--- config.mk ---
export PLATFORM = sky130hd
export DESIGN_NAME = ddrba_top
export DESIGN_NICKNAME = d
export VERILOG_FILES = /design/src/ddrba_pkg.sv /design/src/ddrba_lane.sv /design/src/ddrba_top.sv
export VERILOG_INCLUDE_DIRS = /design/src
export SDC_FILE = /design/constraint.sdc
export NUM_CORES = 2
export LEC_CHECK = 0
export BUFFER_PORTS_ARGS = -buffer_cell sky130_fd_sc_hd__clkbuf_2
export CORE_MARGIN = 5
export CORE_UTILIZATION = 55
export CTS_CLUSTER_SIZE = 20
export DETAILED_ROUTE_END_ITERATION = 16
export GPL_ROUTABILITY_DRIVEN = 0
export PLACE_DENSITY = 0.79
export SYNTH_ARGS = -nofsm -noshare
export SYNTH_HDL_FRONTEND = slang
export SYNTH_SLANG_ARGS = --single-unit
--- constraint.sdc ---
create_clock -name clk_i -period 3.45 [get_ports clk_i]
set_input_delay 0.1725 -clock clk_i [delete_from_list [all_inputs] [get_ports clk_i]]
set_output_delay 0.1725 -clock clk_i [all_outputs]
set_load 0.01 [all_outputs]
--- src/ddrba_map.svh ---
`ifndef DDRBA_MAP_SVH
`define DDRBA_MAP_SVH
// lane geometry
`define DDRBA_LANES       16
`define DDRBA_DESER       8
`define DDRBA_WORD_W      128
`define DDRBA_TAP_W       6
`define DDRBA_TAP_MAX     6'h3f
`define DDRBA_TAP_RST     6'h00
// word alignment pattern, first bit in the msb
`define DDRBA_WORD_PAT    8'hbf
// settle after a tap step, in divided-clock cycles
`define DDRBA_SETTLE      4'h4
// wait after a slip pulse before the word is trusted
`define DDRBA_SLIP_WAIT   4'h2
// slips to try before giving up, one per bit position
`define DDRBA_SLIP_MAX    4'h8
`endif

--- src/ddrba_pkg.sv ---
package ddrba_pkg;
    // per-lane training states
    typedef enum logic [3:0] {
        DDRBA_ST_FIRST   = 4'h0,
        DDRBA_ST_WAIT    = 4'h1,
        DDRBA_ST_FIND1   = 4'h3,
        DDRBA_ST_FIND2   = 4'h2,
        DDRBA_ST_CENTER  = 4'h6,
        DDRBA_ST_WCHECK  = 4'h7,
        DDRBA_ST_WSLIP   = 4'h5,
        DDRBA_ST_DONE    = 4'h4,
        DDRBA_ST_FAIL    = 4'hc
    } ddrba_state_e;
    typedef logic [7:0] ddrba_byte_t;
endpackage : ddrba_pkg

--- src/ddrba_lane.sv ---
`timescale 1ns/10ps
`default_nettype none
`include "ddrba_map.svh"
// one lane: bit centring then word alignment
module ddrba_lane
    import ddrba_pkg::*;
(
    // clock and reset
    input  wire logic       clk_i,
    input  wire logic       nrst_i,
    // deserializer word of this lane
    input  wire logic [7:0] deser_i,
    // tap delay and slip controls
    output logic            tap_inc_o,
    output logic            tap_dec_o,
    output logic            slip_o,
    output logic [5:0]      tap_o,
    output logic [5:0]      eye_o,
    // status
    output logic            done_o,
    output logic            fail_o
);
    ddrba_state_e state;
    ddrba_state_e ret;
    logic [3:0]   wait_cnt;
    logic [5:0]   tap;
    logic [5:0]   cnt;
    logic [3:0]   slips;
    logic [7:0]   ref_w;

    // classify the sampled word: all ones, all zeros or unstable
    wire  stable     = (deser_i == 8'hff) || (deser_i == 8'h00);
    wire  edge_seen  = !stable || (deser_i != ref_w);
    wire  at_top     = (tap == `DDRBA_TAP_MAX);
    wire  word_match = (deser_i == `DDRBA_WORD_PAT);
    wire  [5:0] half = {1'b0, cnt[5:1]};

    // one tap step per lane, every lane on its own counter
    always_ff @(posedge clk_i)
    begin
        tap_inc_o <= 1'b0;
        tap_dec_o <= 1'b0;
        slip_o    <= 1'b0;
        if (!nrst_i)
        begin
            state    <= DDRBA_ST_FIRST;
            ret      <= DDRBA_ST_FIRST;
            wait_cnt <= 4'h0;
            tap      <= `DDRBA_TAP_RST;
            cnt      <= 6'h00;
            slips    <= 4'h0;
            ref_w    <= 8'h00;
            eye_o    <= 6'h00;
        end
        else
        begin
            unique case (state)
                // unstable start steps on until a clean level
                DDRBA_ST_FIRST:
                    if (stable)
                    begin
                        ref_w <= deser_i;
                        state <= DDRBA_ST_FIND1;
                    end
                    else if (at_top)
                        state <= DDRBA_ST_FAIL;
                    else
                    begin
                        tap       <= tap + 6'h01;
                        tap_inc_o <= 1'b1;
                        wait_cnt  <= `DDRBA_SETTLE;
                        ret       <= DDRBA_ST_FIRST;
                        state     <= DDRBA_ST_WAIT;
                    end
                DDRBA_ST_WAIT:
                    if (wait_cnt == 4'h1)
                        state <= ret;
                    else
                        wait_cnt <= wait_cnt - 4'h1;
                // walk to the first transition of the eye
                DDRBA_ST_FIND1:
                    if (edge_seen && stable)
                    begin
                        ref_w <= deser_i;
                        cnt   <= 6'h00;
                        state <= DDRBA_ST_FIND2;
                    end
                    else if (at_top)
                        state <= DDRBA_ST_FAIL;
                    else
                    begin
                        tap       <= tap + 6'h01;
                        tap_inc_o <= 1'b1;
                        wait_cnt  <= `DDRBA_SETTLE;
                        ret       <= DDRBA_ST_FIND1;
                        state     <= DDRBA_ST_WAIT;
                    end
                // count taps across the eye to the next transition
                DDRBA_ST_FIND2:
                    if (edge_seen && cnt != 6'h00)
                    begin
                        eye_o <= cnt;
                        state <= DDRBA_ST_CENTER;
                    end
                    else if (at_top)
                        state <= DDRBA_ST_FAIL;
                    else
                    begin
                        tap       <= tap + 6'h01;
                        cnt       <= cnt + 6'h01;
                        tap_inc_o <= 1'b1;
                        wait_cnt  <= `DDRBA_SETTLE;
                        ret       <= DDRBA_ST_FIND2;
                        state     <= DDRBA_ST_WAIT;
                    end
                // one-shot pull back by half the eye width
                DDRBA_ST_CENTER:
                begin
                    tap      <= tap - half;
                    wait_cnt <= `DDRBA_SETTLE;
                    ret      <= DDRBA_ST_WCHECK;
                    state    <= DDRBA_ST_WAIT;
                    tap_dec_o <= (half != 6'h00);
                end
                DDRBA_ST_WCHECK:
                    if (word_match)
                        state <= DDRBA_ST_DONE;
                    else if (slips == `DDRBA_SLIP_MAX)
                        state <= DDRBA_ST_FAIL;
                    else
                        state <= DDRBA_ST_WSLIP;
                // one-cycle slip then three cycles before checking
                DDRBA_ST_WSLIP:
                begin
                    slip_o   <= 1'b1;
                    slips    <= slips + 4'h1;
                    wait_cnt <= `DDRBA_SLIP_WAIT + 4'h1;
                    ret      <= DDRBA_ST_WCHECK;
                    state    <= DDRBA_ST_WAIT;
                end
                DDRBA_ST_DONE:
                    state <= DDRBA_ST_DONE;
                default:
                    state <= DDRBA_ST_FAIL;
            endcase
        end
    end

    assign tap_o  = tap;
    assign done_o = (state == DDRBA_ST_DONE);
    assign fail_o = (state == DDRBA_ST_FAIL);
endmodule : ddrba_lane
`default_nettype wire

--- src/ddrba_top.sv ---
`timescale 1ns/10ps
`default_nettype none
`include "ddrba_map.svh"
module ddrba_top
    import ddrba_pkg::*;
(
    // divided clock domain and fabric reset
    input  wire logic          clk_i,
    input  wire logic          nrst_i,
    // deserializer outputs, lane n in bits 8n+7..8n
    input  wire logic [127:0]  deser_i,
    // per-lane tap delay and slip controls
    output logic      [15:0]   tap_inc_o,
    output logic      [15:0]   tap_dec_o,
    output logic      [15:0]   slip_o,
    output logic      [95:0]   tap_o,
    output logic      [95:0]   eye_o,
    // user data and status
    output logic      [127:0]  data_o,
    output logic               data_valid_o,
    output logic      [15:0]   lane_done_o,
    output logic      [15:0]   lane_fail_o
);
    // the deserializer word is already on the divided clock, no sync
    logic [127:0] word_q;

    // one trainer per lane so skew never eats the window
    genvar g;
    generate
        for (g = 0; g < `DDRBA_LANES; g = g + 1)
        begin : g_lane
            ddrba_lane u_lane (
                .clk_i     (clk_i),
                .nrst_i    (nrst_i),
                .deser_i   (deser_i[8*g +: 8]),
                .tap_inc_o (tap_inc_o[g]),
                .tap_dec_o (tap_dec_o[g]),
                .slip_o    (slip_o[g]),
                .tap_o     (tap_o[6*g +: 6]),
                .eye_o     (eye_o[6*g +: 6]),
                .done_o    (lane_done_o[g]),
                .fail_o    (lane_fail_o[g])
            );
        end
    endgenerate

    wire all_done = &lane_done_o;

    // register the parallel word; valid only once all lanes lock
    always_ff @(posedge clk_i)
    begin
        if (!nrst_i)
        begin
            word_q       <= 128'h0;
            data_valid_o <= 1'b0;
        end
        else
        begin
            word_q       <= deser_i;
            data_valid_o <= all_done;
        end
    end

    assign data_o = word_q;
endmodule : ddrba_top
`default_nettype wire

==> impl_metrics.csv <==
group,metric,value,unit
sta,fmax,0.315,GHz
sta,timing.final.ws_setup,0.278,ns
placement,dp_hpwl,81500,um
global_route,grt_pass1_vias,37200,
route,wl,116000,um
critical_path,endpoint,"g_lane[1].u_lane.tap_o[5]",
sta,fin_crit,3.17,ns
sta,tns,0,ns
yosys,async_reset_ff_share,0,%
global_route,grtUsageTotal,26.4,%
critical_path,path_class,"flip-flop to flip-flop",
run_status,status,"complete, no violations",
cts,cts_buffers,90,
die,die_area,0.0836,mm^2
critical_path,cp_max_fo,17,
sta,max_slew_margin,38.8,%
route,drtIter0Drc,2990,
global_route,grt_antenna_before_repair,8,
critical_path,r2r_setup_slack,0.28,ns
critical_path,crit_required,4.01,ns
power_and_ir_drop,ir_drop,0.435,mV
sta,worstMarginPinSlew,0.917,ns
power_and_ir_drop,power.leakage,21.1,nW
die,ioPinCount,531,
cts,tritoncts,"done",
yosys,netlist_area,0.0428,mm^2
cts,worstSkewPairLatency,0.64,ns
yosys,ys.flop_type,"dfxtp_1",
sta,whs,0.346,ns
sta,period_share,91.9,%
cts,clock-root-buffer,"clkbuf_16",
worst_hold_path,min_path_type,"input pin to flip-flop",
die,die_y,289,um
placement,port_buffers,530,
cts,clock_sinks,833,
sta,hold_viol,0,
die,core_area,0.0773,mm^2
placement,preCtsSetupSlack,0.337,ns
cts,cts.clk_slew.worst_paths,0.06,ns
sta,fin_skew,0.0206,ns
route,postRouteAntennaNets,0,
sta,setup_viol,0,
layout,layout-drive-gt1-share,14.7,%
critical_path,worstSetupEndpointType,"flip-flop",
critical_path,r2r_cells,10,
layout,area_delta_synth_final,17.0,%
yosys,ys_warn_count,0,
global_route,gr-total-overflow,0,
yosys,synth_edf_count,0,
yosys,ys_types,112,
sta,slew_viol_final,0,
route,via_count,39100,
route,drt-pass1-iter-count,6,
power_and_ir_drop,p_per_area,470,mW/mm^2
route,drc_errors,0,
layout,nets,6001,
critical_path,r2r-end,"g_lane[1].u_lane.tap_o[5]",
critical_path,cp-startpoint,"g_lane[1].u_lane.state[3]",
yosys,synth.avg_cell_area,8.26,um^2
yosys,ys_seq_elements,833,
die,die_x,289,um
yosys,synth_nets,5508,
route,viasPerCell,5.76,
flow_run,maxCapViolations,0,
route,wl_per_cell,17.1,um
die,start_util,55.4,%
cts,cts_buffer_depth,3,
cts,h-tree-depth,3,
die,rows,102,
critical_path,r2r_start,"g_lane[1].u_lane.state[3]",
critical_path,arrival,3.73,ns
yosys,syn_inst,5186,
global_route,grt_max_degree,116,
yosys,seq_area_frac_synth,38.9,%
global_route,grt_pass1_wl,187000,um
sta,rsz0062_at_grt,"false",
critical_path,worst_setup_path_start_kind,"flip-flop",
[state kept, by name (all words and copies together) (netlist names), 48 cells and up]
register                count
g_lane.u_lane.tap_o        96
g_lane.u_lane.cnt          96
g_lane.u_lane.state        64
g_lane.u_lane.ret          48
data_o                    128
g_lane.u_lane.ref_w       128
g_lane.u_lane.slips        64
g_lane.u_lane.eye_o        96
g_lane.u_lane.wait_cnt     64
[how the worst min path moves through the flow]
stage	start	endpoint	slack [ns]	cells after the start
6_report	deser_i[36]	data_o[36]	0.35	3
2_1_floorplan	deser_i[0]	data_o[0]	0.29	1
3_5_place_dp	deser_i[52]	data_o[52]	0.44	2
3_3_place_gp	deser_i[107]	data_o[107]	0.43	2
4_1_cts	deser_i[66]	data_o[66]	0.29	3
5_1_grt	deser_i[104]	data_o[104]	0.35	3
[where the power goes]
group	switching (mW)	leakage, nW	internal (mW)	total (mW)
registers	0.423	6.78	10.0	10.5
clock network	4.03	1.50	5.93	9.96
logic	1.85	12.8	1.29	3.14
total	6.31	21.1	17.3	23.6
[critical path, stage by stage, from the launching register on]
cell and delay [ns]:
dfxtp_1 0.47, or3_1 0.58, nor2_1 0.25, ha_1 0.28, nor2b_1 0.13, o21ai_0 0.23
a21boi_0 0.17, o21ai_0 0.23, a21oi_1 0.12, or4_1 0.48, a21oi_1 0.16
[layer usage]
| layer | vias to the layer above | global-route usage (%) | routed length [um] |
|---|---|---|---|
| met4 | 8 | 9.28 | 3680 |
| met1 | 18300 | 33.0 | 48300 |
| met2 | 1425 | 45.2 | 55300 |
| met5 | - | 0 | 40 |
| met3 | 286 | 5.80 | 8900 |
| li1 | 19100 | - | - |
[Yosys cell counts, types with 9 or more instances]
cell type	instances	area share [%]
nor3b_1	21	0.37
and4_1	14	0.29
and2_1	148	2.2
nor3_1	144	1.7
inv_1	229	2.0
a211o_1	11	0.22
a41oi_1	11	0.22
nand2b_1	90	1.3
o21a_1	22	0.39
o211a_1	9	0.21
o31ai_1	57	1.0
or3_1	59	0.86
buf_1	17	0.15
nor4b_1	10	0.20
o21ai_0	177	2.1
mux2i_1	141	3.3
clkbuf_1	198	1.7
o22ai_1	12	0.18
dfxtp_1	833	39
a211oi_1	56	0.98
fa_1	16	0.75
a21boi_0	9	0.16
nor4_1	74	1.1
a31oi_1	45	0.66
nand4_1	98	1.4
buf_4	84	1.5
nor2_1	661	5.8
and3_1	42	0.61
nand2_1	465	4.1
or2_2	33	0.48
xnor2_1	152	3.1
nor2b_1	44	0.64
nand3b_1	13	0.23
a21o_1	40	0.70
ha_1	176	5.1
xor2_1	127	2.6
buf_2	13	0.15
a311oi_1	25	0.51
o21bai_1	18	0.32
or4_1	16	0.28
a21oi_1	373	4.4
o211ai_1	41	0.72
nand3_1	168	2.0
[metrics by stage]
stage / util, % / area, um^2 / std cells / total power, mW
floorplan: - / 42800 / 5186 / 12.7
global placement: 59.2 / 45800 / 6498 / 13.5
detailed placement: 59.2 / 45800 / 6498 / 13.6
CTS: 64.8 / 50100 / 6783 / 23.7
global route: 64.8 / 50100 / 6784 / 24.5
finish: 64.8 / 50100 / 6786 / 23.6
[cells by family after synthesis]
family	Yosys count	share of synthesized area, %
XOR/XNOR	279	5.70
adder cells (fa/ha/maj)	192	5.89
AO/OA/AOI/OAI	1031	15.5
flip-flops	833	38.9
multiplexers	142	3.32
buffers and inverters	547	5.65
AND/OR/NAND/NOR	2162	25.0
[final cells by class]
type	count	area, um^2
flip-flops and latches	833	16700
clock buffers	123	2590
multi-input cells	3806	23800
inverters	231	875
diodes	3	7.51
fillers	6252	27200
repair buffers	717	4450
well taps	1040	1300
clock inverters	33	467
[cell usage in the layout, fill, tap and decap left out, types with 22 or more instances in the layout]
| cell | count |
|---|---|
| a311oi_1 | 25 |
| xor2_1 | 127 |
| nor2_1 | 661 |
| inv_1 | 228 |
| nand2_1 | 465 |
| or3_1 | 59 |
| nand2b_1 | 90 |
| o31ai_1 | 57 |
| and3_1 | 42 |
| a211oi_1 | 55 |
| a21o_1 | 40 |
| nand3_1 | 168 |
| o21ai_0 | 177 |
| clkbuf_16 | 90 |
| nor2b_1 | 44 |
| nand4_1 | 98 |
| nor4_1 | 74 |
| a21oi_1 | 373 |
| or2_2 | 33 |
| ha_1 | 176 |
| xnor2_1 | 152 |
| o21a_1 | 22 |
| dfxtp_1 | 831 |
| and2_1 | 148 |
| dlygate4sd3_1 | 129 |
| clkbuf_2 | 529 |
| nor3_1 | 144 |
| mux2i_1 | 141 |
| o211ai_1 | 41 |
| buf_4 | 53 |
| a31oi_1 | 45 |
[what timing repair did]
action | 4_1_cts | 5_1_grt
hold endpoints to repair | 153 | 0
endpoints found under the setup margin | 0 | 1
hold buffers | 129 | 0
resized for setup | 0 | 2
setup buffers | 0 | 0
(Power assumes the default switching activity.)
